$ cat config.mk
export PLATFORM = sky130hd
export DESIGN_NAME = plc_mode_ctrl
export DESIGN_NICKNAME = d
export VERILOG_FILES = /design/src/design/plc_mode_ctrl.v /design/src/design/nvm_mover.v /design/src/design/nvm_wear.v
export VERILOG_INCLUDE_DIRS = /design/src /design/src/design
export SDC_FILE = /design/constraint.sdc
export NUM_CORES = 1
export LEC_CHECK = 0
export ABC_AREA = 1
export BUFFER_PORTS_ARGS = -buffer_cell sky130_fd_sc_hd__buf_2
export CORE_AREA = 10 10 168 170
export CTS_CLUSTER_SIZE = 25
export DETAILED_ROUTE_END_ITERATION = 8
export DIE_AREA = 0 0 178 180
export HOLD_SLACK_MARGIN = 0.02
export PLACE_DENSITY_LB_ADDON = 0.25
export SLEW_MARGIN = 20
export SYNTH_ARGS = -nofsm -noshare
export SYNTH_HDL_FRONTEND = slang
export SYNTH_SLANG_ARGS = --single-unit
$ cat constraint.sdc
create_clock -name mclk_in -period 2.65 [get_ports mclk_in]
set_clock_uncertainty 0.1 [all_clocks]
set_input_delay 0.795 -clock mclk_in [delete_from_list [all_inputs] [get_ports mclk_in]]
set_output_delay 0.795 -clock mclk_in [all_outputs]
set_load 0.02 [all_outputs]
$ cat src/design/plc_regs.vh
`ifndef PLC_REGS_VH
`define PLC_REGS_VH

// ==================================================
// tool command codes
`define CMD_RUN          4'h1
`define CMD_HALT         4'h2
`define CMD_RUNF         4'h3
`define CMD_HOLD         4'h4
`define CMD_HOLD_CANCEL  4'h5
`define CMD_ERR_RESET    4'h6
`define CMD_EE_READ      4'h7
`define CMD_EE_WRITE     4'h8
`define CMD_PROG_LOAD    4'h9
`define CMD_PROG_EDIT    4'ha

// ==================================================
// nonvolatile image layout
`define EE_PROG_BASE     16'h0000
`define RAM_PROG_BASE    16'h0000
`define RAM_SET_BASE     16'h8000
`define RAM_DATA_BASE    16'h9000
// settings block: tool port x3, serial port x2, count last
`define SET_WORDS        16'h0006
`define STD_DATA_WORDS   16'h0200
`define EXT_DATA_MAX     16'h0800

// ==================================================
// wear and error causes
`define WEAR_LIMIT       17'h186a0
`define WEAR_RESET       17'h00000
`define CAUSE_NONE       8'h00
`define CAUSE_MISSING_HW 8'h01

`endif

$ cat src/design/plc_mode_ctrl.v
`timescale 1ns/1ps
`include "plc_regs.vh"

module plc_mode_ctrl #(
	parameter        EXTENDED   = 0,
	parameter [15:0] PROG_WORDS = 16'h0800
) (
	input  wire        mclk_in,
	input  wire        resetn_in,
	input  wire        mode_sw_run_in,
	input  wire        cmd_valid_in,
	input  wire [3:0]  cmd_code_in,
	input  wire        diag_fault_in,
	input  wire [7:0]  fault_cause_in,
	input  wire        missing_hw_in,
	input  wire [15:0] ee_rdata_in,
	input  wire [15:0] ram_rdata_in,
	output reg         cmd_accept_out,
	output reg         cmd_reject_out,
	output reg         mode_run_out,
	output reg         mode_halt_out,
	output reg         mode_error_out,
	output reg         mode_hold_out,
	output reg         mode_runf_out,
	output reg         exec_enable_out,
	output reg         io_update_out,
	output reg         outputs_off_out,
	output reg         tool_output_write_out,
	output reg         prog_edit_enable_out,
	output reg  [7:0]  error_cause_out,
	output reg         nvm_busy_out,
	output reg  [15:0] saved_data_count_out,
	output wire        nvm_wear_alarm_flag_out,
	output wire [16:0] wear_count_out,
	output wire        ee_re_out,
	output wire        ee_we_out,
	output wire [15:0] ee_addr_out,
	output wire [15:0] ee_wdata_out,
	output wire        ram_re_out,
	output wire        ram_we_out,
	output wire [15:0] ram_addr_out,
	output wire [15:0] ram_wdata_out
);

	// ==================================================
	// states
	localparam [5:0] M_BOOT  = 6'h01;
	localparam [5:0] M_RUN   = 6'h02;
	localparam [5:0] M_HALT  = 6'h04;
	localparam [5:0] M_ERROR = 6'h08;
	localparam [5:0] M_HOLD  = 6'h10;
	localparam [5:0] M_RUNF  = 6'h20;

	localparam [3:0] SQ_IDLE = 4'h1;
	localparam [3:0] SQ_PROG = 4'h2;
	localparam [3:0] SQ_SET  = 4'h4;
	localparam [3:0] SQ_DATA = 4'h8;

	reg  [5:0]  mode_reg;
	reg  [5:0]  mode_next;
	reg  [3:0]  seq_reg;
	reg         sw_meta_reg;
	reg         sw_run_reg;
	reg         sw_ack_reg;
	reg         boot_kick_reg;
	reg         prog_only_reg;
	reg         mv_start_reg;
	reg         mv_dir_reg;
	reg  [15:0] mv_ee_base_reg;
	reg  [15:0] mv_ram_base_reg;
	reg  [15:0] mv_len_reg;
	reg         legal;
	reg         mode_cmd;
	reg  [5:0]  target;
	wire        mv_done;
	wire [15:0] mv_last;

	wire in_run   = (mode_reg == M_RUN);
	wire in_halt  = (mode_reg == M_HALT);
	wire in_error = (mode_reg == M_ERROR);
	wire in_hold  = (mode_reg == M_HOLD);
	wire in_runf  = (mode_reg == M_RUNF);
	wire in_boot  = (mode_reg == M_BOOT);
	wire seq_idle = (seq_reg == SQ_IDLE) && !boot_kick_reg;

	// ==================================================
	// fault detection
	// missing hardware faults only plain run
	wire hw_fault  = missing_hw_in && in_run;
	wire fault_now = diag_fault_in || hw_fault;

	// ==================================================
	// command decode
	always @* begin
		legal    = 1'b0;
		mode_cmd = 1'b1;
		target   = mode_reg;
		case (cmd_code_in)
			`CMD_RUN: begin
				legal  = in_halt || in_runf;
				target = M_RUN;
			end
			`CMD_HALT: begin
				legal  = in_run || in_runf || in_hold;
				target = M_HALT;
			end
			`CMD_RUNF: begin
				legal  = in_halt || in_run;
				target = M_RUNF;
			end
			`CMD_HOLD: begin
				legal  = in_run || in_runf;
				target = M_HOLD;
			end
			`CMD_HOLD_CANCEL: begin
				legal  = in_hold;
				target = M_RUN;
			end
			`CMD_ERR_RESET: begin
				legal  = in_error;
				target = M_HALT;
			end
			`CMD_EE_READ: begin
				mode_cmd = 1'b0;
				legal    = in_halt && seq_idle;
			end
			`CMD_EE_WRITE: begin
				mode_cmd = 1'b0;
				if (EXTENDED != 0)
					legal = seq_idle && !in_error && !in_boot;
				else
					legal = seq_idle && in_halt;
			end
			`CMD_PROG_LOAD: begin
				mode_cmd = 1'b0;
				legal    = in_halt;
			end
			`CMD_PROG_EDIT: begin
				mode_cmd = 1'b0;
				legal    = in_halt || ((EXTENDED != 0) && in_run);
			end
			default: begin
				mode_cmd = 1'b0;
				legal    = 1'b0;
			end
		endcase
		// mode commands need switch at run
		if (mode_cmd)
			legal = legal && sw_run_reg && seq_idle;
	end

	wire accept     = cmd_valid_in && legal;
	wire ee_rd_go   = accept && (cmd_code_in == `CMD_EE_READ);
	// eeprom changes only through this command
	wire ee_wr_go   = accept && (cmd_code_in == `CMD_EE_WRITE);
	wire seq_finish = mv_done && ((seq_reg == SQ_DATA) ||
		((seq_reg == SQ_PROG) && prog_only_reg));
	wire boot_done  = seq_finish && in_boot;
	// switch moves are deferred while a copy is running
	wire sw_moved   = (sw_run_reg != sw_ack_reg) && seq_idle;

	// ==================================================
	// mode transitions
	always @* begin
		mode_next = mode_reg;
		if (fault_now)
			mode_next = M_ERROR;
		else if (in_error) begin
			if (accept && mode_cmd)
				mode_next = target;
		end else if (boot_done)
			mode_next = sw_run_reg ? M_RUN : M_HALT;
		else if (in_boot)
			mode_next = M_BOOT;
		else if (sw_moved)
			mode_next = sw_run_reg ? M_RUN : M_HALT;
		else if (accept && mode_cmd)
			mode_next = target;
	end

	// ==================================================
	// switch synchroniser and mode register
	always @(posedge mclk_in or negedge resetn_in) begin
		if (!resetn_in) begin
			sw_meta_reg <= 1'b0;
			sw_run_reg  <= 1'b0;
			sw_ack_reg  <= 1'b0;
			mode_reg    <= M_BOOT;
		end else begin
			sw_meta_reg <= mode_sw_run_in;
			sw_run_reg  <= sw_meta_reg;
			mode_reg    <= mode_next;
			// error and boot swallow switch moves
			if (boot_done || in_error || in_boot || sw_moved)
				sw_ack_reg <= sw_run_reg;
		end
	end

	// ==================================================
	// registered mode outputs
	always @(posedge mclk_in or negedge resetn_in) begin
		if (!resetn_in) begin
			cmd_accept_out        <= 1'b0;
			cmd_reject_out        <= 1'b0;
			mode_run_out          <= 1'b0;
			mode_halt_out         <= 1'b0;
			mode_error_out        <= 1'b0;
			mode_hold_out         <= 1'b0;
			mode_runf_out         <= 1'b0;
			exec_enable_out       <= 1'b0;
			io_update_out         <= 1'b0;
			outputs_off_out       <= 1'b1;
			tool_output_write_out <= 1'b0;
			prog_edit_enable_out  <= 1'b0;
			error_cause_out       <= `CAUSE_NONE;
		end else begin
			cmd_accept_out <= accept;
			cmd_reject_out <= cmd_valid_in && !legal;
			mode_run_out   <= (mode_next == M_RUN);
			mode_halt_out  <= (mode_next == M_HALT);
			mode_error_out <= (mode_next == M_ERROR);
			mode_hold_out  <= (mode_next == M_HOLD);
			mode_runf_out  <= (mode_next == M_RUNF);
			exec_enable_out <= (mode_next == M_RUN) || (mode_next == M_RUNF);
			io_update_out <= (mode_next == M_RUN) || (mode_next == M_RUNF) ||
				(mode_next == M_HOLD);
			tool_output_write_out <= (mode_next == M_HOLD);
			// halt, error and boot force outputs off
			outputs_off_out <= (mode_next == M_HALT) || (mode_next == M_ERROR) ||
				(mode_next == M_BOOT);
			prog_edit_enable_out <= (mode_next == M_HALT) ||
				((EXTENDED != 0) && (mode_next == M_RUN));
			// first cause held for the tool
			if (fault_now && !in_error)
				error_cause_out <= diag_fault_in ? fault_cause_in : `CAUSE_MISSING_HW;
			else if (in_error && accept && mode_cmd && !fault_now)
				error_cause_out <= `CAUSE_NONE;
		end
	end

	// ==================================================
	// count clamp
	function [15:0] clamp_count;
		input [15:0] raw;
		begin
			clamp_count = (raw > `EXT_DATA_MAX) ? `EXT_DATA_MAX : raw;
		end
	endfunction

	// ==================================================
	// image sequencer: program, settings (extended only), data
	always @(posedge mclk_in or negedge resetn_in) begin
		if (!resetn_in) begin
			seq_reg              <= SQ_IDLE;
			boot_kick_reg        <= 1'b1;
			prog_only_reg        <= 1'b0;
			mv_start_reg         <= 1'b0;
			mv_dir_reg           <= 1'b0;
			mv_ee_base_reg       <= `EE_PROG_BASE;
			mv_ram_base_reg      <= `RAM_PROG_BASE;
			mv_len_reg           <= 16'h0000;
			nvm_busy_out         <= 1'b1;
			saved_data_count_out <= 16'h0000;
		end else begin
			mv_start_reg <= 1'b0;
			nvm_busy_out <= !seq_finish && (!seq_idle || ee_rd_go || ee_wr_go);
			case (seq_reg)
				SQ_IDLE: begin
					// power-on load, same path as read
					if (boot_kick_reg || ee_rd_go || ee_wr_go) begin
						boot_kick_reg   <= 1'b0;
						prog_only_reg   <= ee_wr_go && (EXTENDED != 0) && in_run;
						mv_dir_reg      <= ee_wr_go;
						mv_ee_base_reg  <= `EE_PROG_BASE;
						mv_ram_base_reg <= `RAM_PROG_BASE;
						mv_len_reg      <= PROG_WORDS;
						mv_start_reg    <= 1'b1;
						seq_reg         <= SQ_PROG;
					end
				end
				SQ_PROG: begin
					if (mv_done) begin
						if (prog_only_reg)
							seq_reg <= SQ_IDLE;
						else if (EXTENDED != 0) begin
							mv_ee_base_reg  <= PROG_WORDS;
							mv_ram_base_reg <= `RAM_SET_BASE;
							mv_len_reg      <= `SET_WORDS;
							mv_start_reg    <= 1'b1;
							seq_reg         <= SQ_SET;
						end else begin
							mv_ee_base_reg       <= PROG_WORDS;
							mv_ram_base_reg      <= `RAM_DATA_BASE;
							mv_len_reg           <= `STD_DATA_WORDS;
							saved_data_count_out <= `STD_DATA_WORDS;
							mv_start_reg         <= 1'b1;
							seq_reg              <= SQ_DATA;
						end
					end
				end
				SQ_SET: begin
					if (mv_done) begin
						// count word moved last sizes the data
						mv_ee_base_reg       <= PROG_WORDS + `SET_WORDS;
						mv_ram_base_reg      <= `RAM_DATA_BASE;
						mv_len_reg           <= clamp_count(mv_last);
						saved_data_count_out <= clamp_count(mv_last);
						mv_start_reg         <= 1'b1;
						seq_reg              <= SQ_DATA;
					end
				end
				SQ_DATA: begin
					if (mv_done)
						seq_reg <= SQ_IDLE;
				end
				default: seq_reg <= SQ_IDLE;
			endcase
		end
	end

	// ==================================================
	// datapath and wear counter
	nvm_mover u_mover (
		.mclk_in       (mclk_in),
		.resetn_in     (resetn_in),
		.start_in      (mv_start_reg),
		.dir_in        (mv_dir_reg),
		.ee_base_in    (mv_ee_base_reg),
		.ram_base_in   (mv_ram_base_reg),
		.len_in        (mv_len_reg),
		.ee_rdata_in   (ee_rdata_in),
		.ram_rdata_in  (ram_rdata_in),
		.done_out      (mv_done),
		.last_word_out (mv_last),
		.ee_re_out     (ee_re_out),
		.ee_we_out     (ee_we_out),
		.ee_addr_out   (ee_addr_out),
		.ee_wdata_out  (ee_wdata_out),
		.ram_re_out    (ram_re_out),
		.ram_we_out    (ram_we_out),
		.ram_addr_out  (ram_addr_out),
		.ram_wdata_out (ram_wdata_out)
	);

	nvm_wear u_wear (
		.mclk_in   (mclk_in),
		.resetn_in (resetn_in),
		.write_in  (ee_wr_go),
		.count_out (wear_count_out),
		.alarm_out (nvm_wear_alarm_flag_out)
	);

endmodule // plc_mode_ctrl

$ cat src/design/nvm_mover.v
`timescale 1ns/1ps
`include "plc_regs.vh"

// ==================================================
// block copy between eeprom and ram, sync read latency 1
module nvm_mover (
	input  wire        mclk_in,
	input  wire        resetn_in,
	input  wire        start_in,
	input  wire        dir_in,
	input  wire [15:0] ee_base_in,
	input  wire [15:0] ram_base_in,
	input  wire [15:0] len_in,
	input  wire [15:0] ee_rdata_in,
	input  wire [15:0] ram_rdata_in,
	output reg         done_out,
	output reg  [15:0] last_word_out,
	output reg         ee_re_out,
	output reg         ee_we_out,
	output reg  [15:0] ee_addr_out,
	output reg  [15:0] ee_wdata_out,
	output reg         ram_re_out,
	output reg         ram_we_out,
	output reg  [15:0] ram_addr_out,
	output reg  [15:0] ram_wdata_out
);

	reg        busy_reg;
	reg        pend_reg;
	reg [15:0] rcnt_reg;
	reg [15:0] wcnt_reg;
	reg [15:0] roff_reg;
	reg [15:0] woff_reg;
	wire [15:0] src_data = dir_in ? ram_rdata_in : ee_rdata_in;
	wire        issue    = busy_reg && (rcnt_reg != 16'h0000);

	always @(posedge mclk_in or negedge resetn_in) begin
		if (!resetn_in) begin
			busy_reg      <= 1'b0;
			pend_reg      <= 1'b0;
			rcnt_reg      <= 16'h0000;
			wcnt_reg      <= 16'h0000;
			roff_reg      <= 16'h0000;
			woff_reg      <= 16'h0000;
			done_out      <= 1'b0;
			last_word_out <= 16'h0000;
			ee_re_out     <= 1'b0;
			ee_we_out     <= 1'b0;
			ee_addr_out   <= 16'h0000;
			ee_wdata_out  <= 16'h0000;
			ram_re_out    <= 1'b0;
			ram_we_out    <= 1'b0;
			ram_addr_out  <= 16'h0000;
			ram_wdata_out <= 16'h0000;
		end else begin
			done_out   <= 1'b0;
			ee_re_out  <= 1'b0;
			ee_we_out  <= 1'b0;
			ram_re_out <= 1'b0;
			ram_we_out <= 1'b0;
			// data is valid one edge after the read was registered
			pend_reg   <= ee_re_out | ram_re_out;
			if (start_in && !busy_reg) begin
				busy_reg <= (len_in != 16'h0000);
				done_out <= (len_in == 16'h0000);
				rcnt_reg <= len_in;
				wcnt_reg <= len_in;
				roff_reg <= 16'h0000;
				woff_reg <= 16'h0000;
			end else begin
				if (issue) begin
					if (dir_in) begin
						ram_re_out   <= 1'b1;
						ram_addr_out <= ram_base_in + roff_reg;
					end else begin
						ee_re_out   <= 1'b1;
						ee_addr_out <= ee_base_in + roff_reg;
					end
					roff_reg <= roff_reg + 16'h0001;
					rcnt_reg <= rcnt_reg - 16'h0001;
				end
				if (pend_reg) begin
					if (dir_in) begin
						ee_we_out    <= 1'b1;
						ee_addr_out  <= ee_base_in + woff_reg;
						ee_wdata_out <= src_data;
					end else begin
						ram_we_out    <= 1'b1;
						ram_addr_out  <= ram_base_in + woff_reg;
						ram_wdata_out <= src_data;
					end
					last_word_out <= src_data;
					woff_reg      <= woff_reg + 16'h0001;
					wcnt_reg      <= wcnt_reg - 16'h0001;
					if (wcnt_reg == 16'h0001) begin
						busy_reg <= 1'b0;
						done_out <= 1'b1;
					end
				end
			end
		end
	end

endmodule // nvm_mover

$ cat src/design/nvm_wear.v
`timescale 1ns/1ps
`include "plc_regs.vh"

// ==================================================
// write counter, saturating so the alarm never drops
module nvm_wear (
	input  wire        mclk_in,
	input  wire        resetn_in,
	input  wire        write_in,
	output reg  [16:0] count_out,
	output reg         alarm_out
);

	always @(posedge mclk_in or negedge resetn_in) begin
		if (!resetn_in) begin
			count_out <= `WEAR_RESET;
			alarm_out <= 1'b0;
		end else begin
			if (write_in && (count_out != 17'h1ffff))
				count_out <= count_out + 17'h00001;
			alarm_out <= (count_out > `WEAR_LIMIT);
		end
	end

endmodule // nvm_wear

==> results of run 1 <==
repair_timing:
action / 4_1_cts / 5_1_grt
hold endpoints to repair: 0 / 0
setup endpoints to repair: 0 / 37
gates resized for setup: 0 / 8
final timing paths:
path	from	end	slack [ns]	depth (start not counted)
max	u_mover.rcnt_reg[0]$_DFFE_PN0P_	u_mover.ee_addr_out[13]$_DFFE_PN0N_	0.19	13
min	resetn_in	u_mover.rcnt_reg[7]$_DFFE_PN0P_	0.21	1
max reg2reg	u_mover.rcnt_reg[0]$_DFFE_PN0P_	u_mover.ee_addr_out[13]$_DFFE_PN0N_	0.19	13
min reg2reg	sw_meta_reg$_DFF_PN0_	sw_run_reg$_DFF_PN0_	0.25	0
max in group asynchronous	resetn_in	u_mover.ram_wdata_out[5]$_DFFE_PN0P_	1.56	2
min in group mclk_in	sw_meta_reg$_DFF_PN0_	sw_run_reg$_DFF_PN0_	0.25	0
layer usage:
layer / vias to the layer above / wire length [um] / global-route usage
met5: - / 0 / 0
met4: 0 / 392 / 0.04136
met3: 26 / 1471 / 0.04820
li1: 4281 / - / -
met1: 4001 / 11930 / 0.2138
met2: 162 / 12440 / 0.2685
power breakdown:
group	internal [uW]	switching (uW)	total, uW	leakage [uW]
sequential	3280	302	3580	0.00232
clock	1860	1170	3030	0.000339
combinational	603	1140	1750	0.00341
cell families (layout without fill, tap and decap cells):
| kind of cell | count (synthesis) | after routing | synth area share |
|---|---|---|---|
| AND/OR/NAND/NOR | 517 | 517 | 0.2382 |
| AO/OA/AOI/OAI | 230 | 230 | 0.1404 |
| buffers and inverters | 210 | 401 | 0.08792 |
| flip-flops | 190 | 190 | 0.4884 |
| XOR/XNOR | 26 | 26 | 0.02413 |
| adder cells (fa/ha/maj) | 16 | 16 | 0.02054 |
| other | 1 | 16 | 0.0003847 |
layout make-up:
class / instances / share of cell area
sequential: 190 / 0.3991
tap: 330 / 0.03462
clock buffer: 20 / 0.03913
antenna: 1 / 0.0002098
clock inverter: 12 / 0.01930
inverter: 163 / 0.05130
timing repair buffer: 206 / 0.1016
multi-input combinational: 804 / 0.3547
stage by stage:
step | total power [uW] | TNS [ns] | hold WS, ns | worst slack [ns]
3_5_place_dp | 5387 | -1.161 | 0.2371 | -0.1216
3_3_place_gp | 5366 | -0.2070 | 0.2337 | -0.05480
5_1_grt | 8825 | -0.1026 | 0.2156 | -0.04269
2_1_floorplan | 4684 | 0 | 0.2312 | 0.1011
4_1_cts | 8438 | 0 | 0.2159 | 0.03197
6_report | 8355 | 0 | 0.2053 | 0.1949
Yosys cell counts (22+ instances only):
cell / count / area (um2)
nand2_1: 249 / 934.7
nor2_1: 117 / 439.2
dfrtp_1: 185 / 4629
nand3_1: 52 / 260.3
clkbuf_1: 23 / 86.33
nor3_1: 37 / 185.2
a31oi_1: 22 / 137.6
inv_1: 153 / 574.3
o21ai_0: 88 / 440.4
o211ai_1: 32 / 240.2
a21oi_1: 55 / 275.3
==> metrics, run 1 <==
CP Cell Sequence=inv_1, ha_1, nand3_1, nor3_2, inv_1, nor3_2, a31oi_2, buf_4, nand2_2, inv_1, o21ai_0, o21ai_0, a22oi_1; Hold Crit Class=in2async; cts hold-fix bufs=0; DR iter-0 viols=roughly 490; clock buffer depth=2; die width=around 180 um; EDFF count, synth=0; Yosys cell types=56; WP buf/inv=4; Port Buffer Count=around 160; CP arrival=2.70 ns; Setup crit end kind=register; Final min period=between 2 and 2.5 ns; Seq/Total Area, Yosys=0.4884; Mapped Avg Cell Area=8.192 um2; Sink Count=190; crit path kind=reg2reg; max reg flops=17; GRT overflow=0; Multi-input gate area=between 4000 and 5000 um2; Top cell by count, worst path=inv_1; Reg area=4761 um2; Max-Slew Margin vs Limit=0.4692; Period Utilization, post-route=0.9265; worst-skew pair later-pin latency=~0.44 ns; vias in the first global route=about 8,500; Setup Viol. Count Final=0; Post-DP HPWL=about 19,000 um; layout cells sized above 1=0.2108; CTS Buf Count=17; initial antenna violation count=0; number of synthesized register bits=190; die area=about 32,000 um2; Rows=58; Max Cap Viol=0; ys async rst share=1.000; CP max stage delay=a little over 0.4 ns; DRC viols=0; # IOs=about 170; H-tree Lvls=4; Pleak=0.006067 uW; GR Util All Layers=0.1664; Finished Layout Cells=between 1,500 and 2,000; Power Density=700.5 nW/um2; final instance area=around 12,000 um2; vias after detailed routing=8,470; mean routed wirelength per cell=about 15 um; gpl congestion=0.8581; area grow syn2layout=22.36%; most common cell after layout, fill and taps aside=nand2_1; CTS root buffer=clkbuf_16; Worst-path clk slew=roughly 0.070 ns; Top Family by Delay on Critical Path=compound AO/OA/AOI/OAI gates; post-CTS setup buffers=0; placed cells=approximately 1,700; Syn. warnings=0; final-report hold violation count=0; CP Data Required Time=just under 3 ns; Max rail drop VDD=0.4238 mV; CTS tree=built; Vias per Instance=between 4 and 5; nets=1,448; Starting Density=0.3916; Core ar.=approximately 25,000 um2; first-pass GRT wire length=43,700 um; Routed WL=26,230 um; Placed Area=roughly 11,000 um2; CP startpoint kind=register; largest net degree at the start of global routing=67; outcome=finished, final reports clean; Top reg by flops=u_wear.count_out; most frequent cells in the layout=nand2_1 (248), dfrtp_1 (185), buf_2 (156), inv_1 (153), nor2_1 (115); Die Ht=around 180 um; crit-path max FO=10; Core Util, Final=0.4792; Post-Syn Instances=~1,200; Least-Margin Pin Slew=~0.79 ns; antenna-violating nets left=0; synthesized cell area=roughly 9700 um2; Detailed Routing Iterations Pass 1=4; # fillers=between 2,000 and 2,500; Slowest-stage cell, CP=dfrtp_1; Primary FF master, synth=dfrtp_1; Max Transition Viols Final=0; Max Freq=around 0.41 GHz
Power figures use the tool's default switching activity.
==> run 2: changes to the inputs <==
--- a/config.mk
+++ b/config.mk
@@ -8,10 +8,10 @@
 export LEC_CHECK = 0
 export ABC_AREA = 1
 export BUFFER_PORTS_ARGS = -buffer_cell sky130_fd_sc_hd__buf_2
-export CORE_AREA = 10 10 168 170
+export CORE_AREA = 2 2 160 162
 export CTS_CLUSTER_SIZE = 25
 export DETAILED_ROUTE_END_ITERATION = 8
-export DIE_AREA = 0 0 178 180
+export DIE_AREA = 0 0 162 164
 export HOLD_SLACK_MARGIN = 0.02
 export PLACE_DENSITY_LB_ADDON = 0.25
 export SLEW_MARGIN = 20
==> run 2 against run 1 <==
  * Sequential cell count unchanged
  * Largest power group unchanged
  * Largest cell class unchanged
  * Clock power shrank 17%
  * Via count rose by 1.1%
  * Highest routed layer unchanged
==> metrics, run 2 (synthesis results as in run 1) <==
clock buffer depth=2 (unchanged); CTS tree=built; CTS root buffer=clkbuf_16; final-report hold violation count=0 (unchanged); Power Density=661.8 nW/um2 (-5.5%); gpl congestion=0.8784 (+2.4%); DRC viols=0 (unchanged); # IOs=173 (unchanged); worst r2r src=mode_reg[2]$_DFF_PN0_; # fillers=2,460 (-0.61%); n_diodes=0 (-1); Routed WL=24,510 um (-6.6%); switching power=2680 uW (+2.4%); Core Util, Final=0.4759 (-0.003338); worst-skew pair later-pin latency=0.44 ns (about the same); Starting Density=0.3928 (+0.001145); most frequent cells in the layout=nand2_1 (248), dfrtp_1 (185), buf_2 (156), inv_1 (153), nor2_1 (116); Setup crit end kind=register; Reg power frac=0.456 (+0.028); die area=26,570 um2 (-17%); Sink Count=190 (unchanged); Die Ht=164 um (-8.9%); Top reg by flops=u_wear.count_out; Post-DP HPWL=18,270 um (-6.0%); Vias per Instance=4.949 (+0.84%); Post-CTS Resized=0 (unchanged); placed cells=1,698 (+0.30%); mean routed wirelength per cell=14.17 um (-6.8%); CP Data Required Time=2.88 ns (about the same); Max Freq=0.4222 GHz (+3.7%); Worst R2R End=u_wear.count_out[14]$_DFFE_PN0P_; outcome=finished, final reports clean; Setup Viol. Count Final=0 (unchanged); H-tree Lvls=4 (unchanged); crit path kind=reg2reg; flop2flop setup slack=0.28 ns (+0.09 ns); CP startpoint kind=register; area grow syn2layout=21.15%; Max rail drop VDD=0.4466 mV (+5.4%); CP arrival=2.60 ns (-0.10 ns); most common cell after layout, fill and taps aside=nand2_1; Max-Slew Margin vs Limit=0.5279 (+0.05866); internal power=5136 uW (-11%); switching share of power=0.3429 (+0.02973); Pleak=0.006035 uW (-0.53%); first-pass GRT wire length=40,590 um (-7.1%); Max Transition Viols Final=0 (unchanged); vias after detailed routing=8,561 (+1.1%); RSZ-0062 raised after global routing=false; GRT overflow=0 (unchanged); vias in the first global route=8,139 (-4.6%); Finished Layout Cells=1,730 (+0.23%); logic gate share of total power=0.220 (+0.011); die width=162 um (-9.0%); Core ar.=24,820 um2 (-0.29%); Detailed Routing Iterations Pass 1=5 (+1); Port Buffer Count=157 (unchanged); Period Utilization, post-route=0.8938 (-0.03267); Least-Margin Pin Slew=0.7082 ns (-0.08506 ns); antenna-violating nets left=0 (unchanged); initial antenna violation count=0 (unchanged); Rows=58 (unchanged); crit-path max FO=5 (-5); Worst-path clk slew=0.09 ns (+0.02 ns); Hold Crit Class=in2async; GR Util All Layers=0.1895 (+0.02307); post-CTS setup buffers=0 (unchanged); worst r2r path cells=15 (+2); largest net degree at the start of global routing=67 (unchanged); nets=1,453 (+0.35%); max reg flops=17 (unchanged); Max Cap Viol=0 (unchanged); cts hold-fix bufs=0 (unchanged); DR iter-0 viols=402 (-18%); layout cells sized above 1=0.2129 (+0.002104); Final min period=2.369 ns (-0.08657 ns); CTS Buf Count=17 (unchanged); Clk pwr share=0.323 (-0.039)
## run 2: how the worst max path moves through the flow
stage | startpoint | cells after the start | slack [ns] | to
6_report | mode_reg[2]$_DFF_PN0_ | 15 | 0.28 | u_wear.count_out[14]$_DFFE_PN0P_
2_1_floorplan | cmd_code_in[3] | 13 | 0.10 | u_wear.count_out[14]$_DFFE_PN0P_
3_3_place_gp | cmd_code_in[3] | 16 | -0.05 | u_wear.count_out[14]$_DFFE_PN0P_
4_1_cts | u_mover.rcnt_reg[0]$_DFFE_PN0P_ | 12 | 0.06 | u_mover.ee_addr_out[13]$_DFFE_PN0N_
5_1_grt | mode_reg[2]$_DFF_PN0_ | 17 | 0.02 | outputs_off_out$_DFF_PN1_
3_5_place_dp | cmd_code_in[3] | 16 | -0.10 | u_wear.count_out[14]$_DFFE_PN0P_
## run 2: power groups by stage
stage | registers (uW) | logic [uW] | clock network, uW
6_report | 3570 | 1720 | 2530
4_1_cts | 3570 | 1740 | 2580
3_5_place_dp | 3620 | 1740 | 0
5_1_grt | 3620 | 1940 | 2690
2_1_floorplan | 3840 | 846 | 0
3_3_place_gp | 3620 | 1720 | 0
## run 2: final cells by class
| class | instances | area [um2] | share of cell area |
|---|---|---|---|
| Clock buffer | 17 | 425.4 | 0.03602 |
| Clock inverter | 15 | 143.9 | 0.01218 |
| Inverter | 163 | 611.8 | 0.05181 |
| Multi-Input combinational cell | 804 | 4218 | 0.3571 |
| Sequential cell | 190 | 4761 | 0.4031 |
| Tap cell | 330 | 412.9 | 0.03496 |
| Timing Repair Buffer | 211 | 1237 | 0.1048 |
## run 2: routing by layer
metal	GRT usage	vias up	routed length (um)
met5	0	-	0
met4	0.05028	0	308
met3	0.03914	29	1454
met2	0.3085	213	11530
met1	0.2588	4032	11220
li1	-	4287	-
## run 2: through the flow
stage / total power [uW] / setup TNS (ns) / cell area (um2) / hold WS, ns / setup WS (ns)
after global routing: 8257 / 0 / 11810 / 0.2701 / 0.02127
after CTS: 7897 / 0 / 11780 / 0.2579 / 0.06308
after detailed placement: 5360 / -0.6286 / 11210 / 0.2413 / -0.1045
after global placement: 5334 / -0.1382 / 11210 / 0.2391 / -0.04775
after floorplan: 4684 / 0 / 9801 / 0.2312 / 0.1011
final: 7816 / 0 / 11810 / 0.2515 / 0.2814
## run 2: worst max-delay path, cell delays in order (launching register included)
cell     delay, ns
dfrtp_1       0.44
nor2_2        0.22
nand2_1       0.10
nor2_1        0.17
nand2_1       0.07
nand3_1       0.07
nand2_1       0.08
nand3_2       0.11
nand2_2       0.07
nor2_4        0.14
nand4_4       0.11
nor3_4        0.15
nand2_2       0.10
nor2_4        0.11
nand2_2       0.07
xnor2_2       0.13
==> run 3: changes to the inputs <==
--- a/config.mk
+++ b/config.mk
@@ -8,13 +8,14 @@
 export LEC_CHECK = 0
 export ABC_AREA = 1
 export BUFFER_PORTS_ARGS = -buffer_cell sky130_fd_sc_hd__buf_2
-export CORE_AREA = 2 2 160 162
+export CORE_AREA = 2 2 221 168
 export CTS_CLUSTER_SIZE = 25
 export DETAILED_ROUTE_END_ITERATION = 8
-export DIE_AREA = 0 0 162 164
+export DIE_AREA = 0 0 223 170
 export HOLD_SLACK_MARGIN = 0.02
 export PLACE_DENSITY_LB_ADDON = 0.25
 export SLEW_MARGIN = 20
 export SYNTH_ARGS = -nofsm -noshare
 export SYNTH_HDL_FRONTEND = slang
+export SYNTH_HIERARCHICAL = 1
 export SYNTH_SLANG_ARGS = --single-unit
==> run 3 against run 2 <==
  * Register-to-register slack better by 0.03 ns
  * First-iteration DRC count is 140% higher
  * Non-clock buffer count is 13 lower
  * Clock power hardly changed
  * Synthesized area is 40% higher
  * Sequential cell count stayed put
  * Sequential share of layout area is 10 points lower
  * Sequential power is 5.6% higher
  * Largest power group unchanged
  * Highest routed layer unchanged
==> metrics, run 3 <==
outcome=finished, final reports clean; Max Freq=0.4269 GHz (+1.1%); CTS tree=built; most frequent cells in the layout=nand2_1 (498), inv_1 (208), dfrtp_1 (185), nor2_1 (175), nand3_1 (159); final instance area=15,940 um2 (+35%); die width=223 um (+38%); Pleak=0.008320 uW (+38%); CP arrival=2.59 ns (about the same); most common cell after layout, fill and taps aside=nand2_1; die area=37,910 um2 (+43%); first-pass GRT wire length=63,940 um (+58%); crit-path max FO=5 (unchanged); final-report hold violation count=0 (unchanged); CP max stage delay=0.43 ns (about the same); Power Density=593.6 nW/um2 (-10%); Die Ht=170 um (+3.7%); initial antenna violation count=0 (unchanged); max reg flops=17 (unchanged); clock buffer depth=2 (unchanged); CP startpoint kind=register; Core Util, Final=0.4470 (-0.02883); Placed Area=15,360 um2 (+37%); Least-Margin Pin Slew=0.8552 ns (+0.1470 ns); DRC viols=0 (unchanged); nets=2,265 (+56%); Setup crit end kind=register; synthesized cell area=13,600 um2 (+40%); Period Utilization, post-route=0.8840 (-0.009774); crit path kind=reg2reg; mean routed wirelength per cell=15.14 um (+6.8%); # IOs=173 (unchanged); CTS root buffer=clkbuf_16; Worst-path clk slew=0.08 ns (about the same); Core ar.=35,660 um2 (+44%); Max-Slew Margin vs Limit=0.4278 (-0.1001); Finished Layout Cells=2,621 (+52%); antenna-violating nets left=0 (unchanged); Final min period=2.343 ns (-0.02590 ns); Vias per Instance=4.926 (-0.46%); vias after detailed routing=12,910 (+51%); Rows=60 (+3.4%); H-tree Lvls=4 (unchanged); final hold slack=0.2055 ns (-0.04599 ns); vias in the first global route=12,110 (+49%); gpl congestion=0.9266 (+5.5%); Hold Crit Class=in2async; Post-Syn Instances=1,880 (+58%); Mapped Avg Cell Area=7.236 um2 (-12%); n_diodes=0 (unchanged); worst-skew pair later-pin latency=0.45 ns (about the same); Port Buffer Count=157 (unchanged); Slowest-stage cell, CP=dfrtp_1; CP Data Required Time=2.89 ns (about the same); Post-DP HPWL=31,030 um (+70%); GRT overflow=0 (unchanged); CP Cell Sequence=nor2_1, nand2_1, nor2_4, nand2_1, nand2_1, nor2_1, nand3_2, nand3_2, nor2_1, buf_4, nand2_4, nor2_4, nand2_2, nor2_8, nand2_1, nand2_1, nand2_1; GR Util All Layers=0.2111 (+0.02160); RSZ-0062 raised after global routing=false; Top cell by count, worst path=nand2_1; Top reg by flops=u_wear/count_out; Max Transition Viols Final=0 (unchanged); Max rail drop VDD=0.4366 mV (-2.3%); Detailed Routing Iterations Pass 1=5 (unchanged); Max Cap Viol=0 (unchanged); layout cells sized above 1=0.1605 (-0.05237); Syn. warnings=6 (+6); setup TNS=0 ns (unchanged); DR iter-0 viols=969 (+140%); area grow syn2layout=17.18%; Starting Density=0.3815 (-0.01130); Sink Count=190 (unchanged); CTS Buf Count=17 (unchanged); Setup Viol. Count Final=0 (unchanged); Routed WL=39,680 um (+62%); placed cells=2,588 (+52%); largest net degree at the start of global routing=54 (-19%)
[run 3: critical path: cells and delay by family (launching register included)]
family	cells	cell delay [ns]
buf+inv	1	0.14
flops	1	0.43
simple gates	16	1.55
[run 3: through the flow]
stage	setup WS [ns]	power [uW]
3_5_place_dp	-0.1851	6822
2_1_floorplan	0.02207	5883
4_1_cts	0.2419	9428
6_report	0.3073	9461
5_1_grt	0.002646	10100
3_3_place_gp	-0.1266	6762
[run 3: repair_timing]
action                     in CTS  in global routing
setup endpoints to repair       0                  5
buffers inserted                0                  1
hold buffers                    0                  0
gates resized for setup         0                  1
[run 3: cell type report]
cell class,instances,area [um2]
repair buffers,198,1152
well taps,465,581.8
flip-flops and latches,190,4761
clock inverters,14,125.1
clock buffers,18,439.2
fillers,3693,19720
multi-input cells,1505,8009
inverters,231,872.1
[run 3: power by group]
| part | internal, uW | switching (uW) | total (uW) |
|---|---|---|---|
| registers | 3350 | 426 | 3770 |
| clock network | 1270 | 1290 | 2560 |
| logic | 1070 | 2060 | 3130 |
| total | 5690 | 3770 | 9460 |
[run 3: path summary, 6_finish.rpt]
check | startpoint | to | slack (ns) | depth (start not counted)
worst max-delay path | mode_reg[4]$_DFF_PN0_ | u_wear/count_out[15]$_DFFE_PN0P_ | 0.31 | 17
max in group asynchronous | resetn_in | boot_kick_reg$_DFFE_PN1P_ | 1.54 | 2
min in group mclk_in | sw_meta_reg$_DFF_PN0_ | sw_run_reg$_DFF_PN0_ | 0.25 | 0
worst max register to register | mode_reg[4]$_DFF_PN0_ | u_wear/count_out[15]$_DFFE_PN0P_ | 0.31 | 17
worst min-delay path | resetn_in | u_mover/ram_addr_out[6]$_DFFE_PN0N_ | 0.21 | 1
worst min register to register | sw_meta_reg$_DFF_PN0_ | sw_run_reg$_DFF_PN0_ | 0.25 | 0
[run 3: routing by layer]
layer  vias up  track usage  routed length, um
li1       6560            -                  -
met1      6030       0.3146              20190
met2       290       0.3194              17020
met3        30      0.03643               2008
met4         0      0.04319                461
met5         -            0                  0
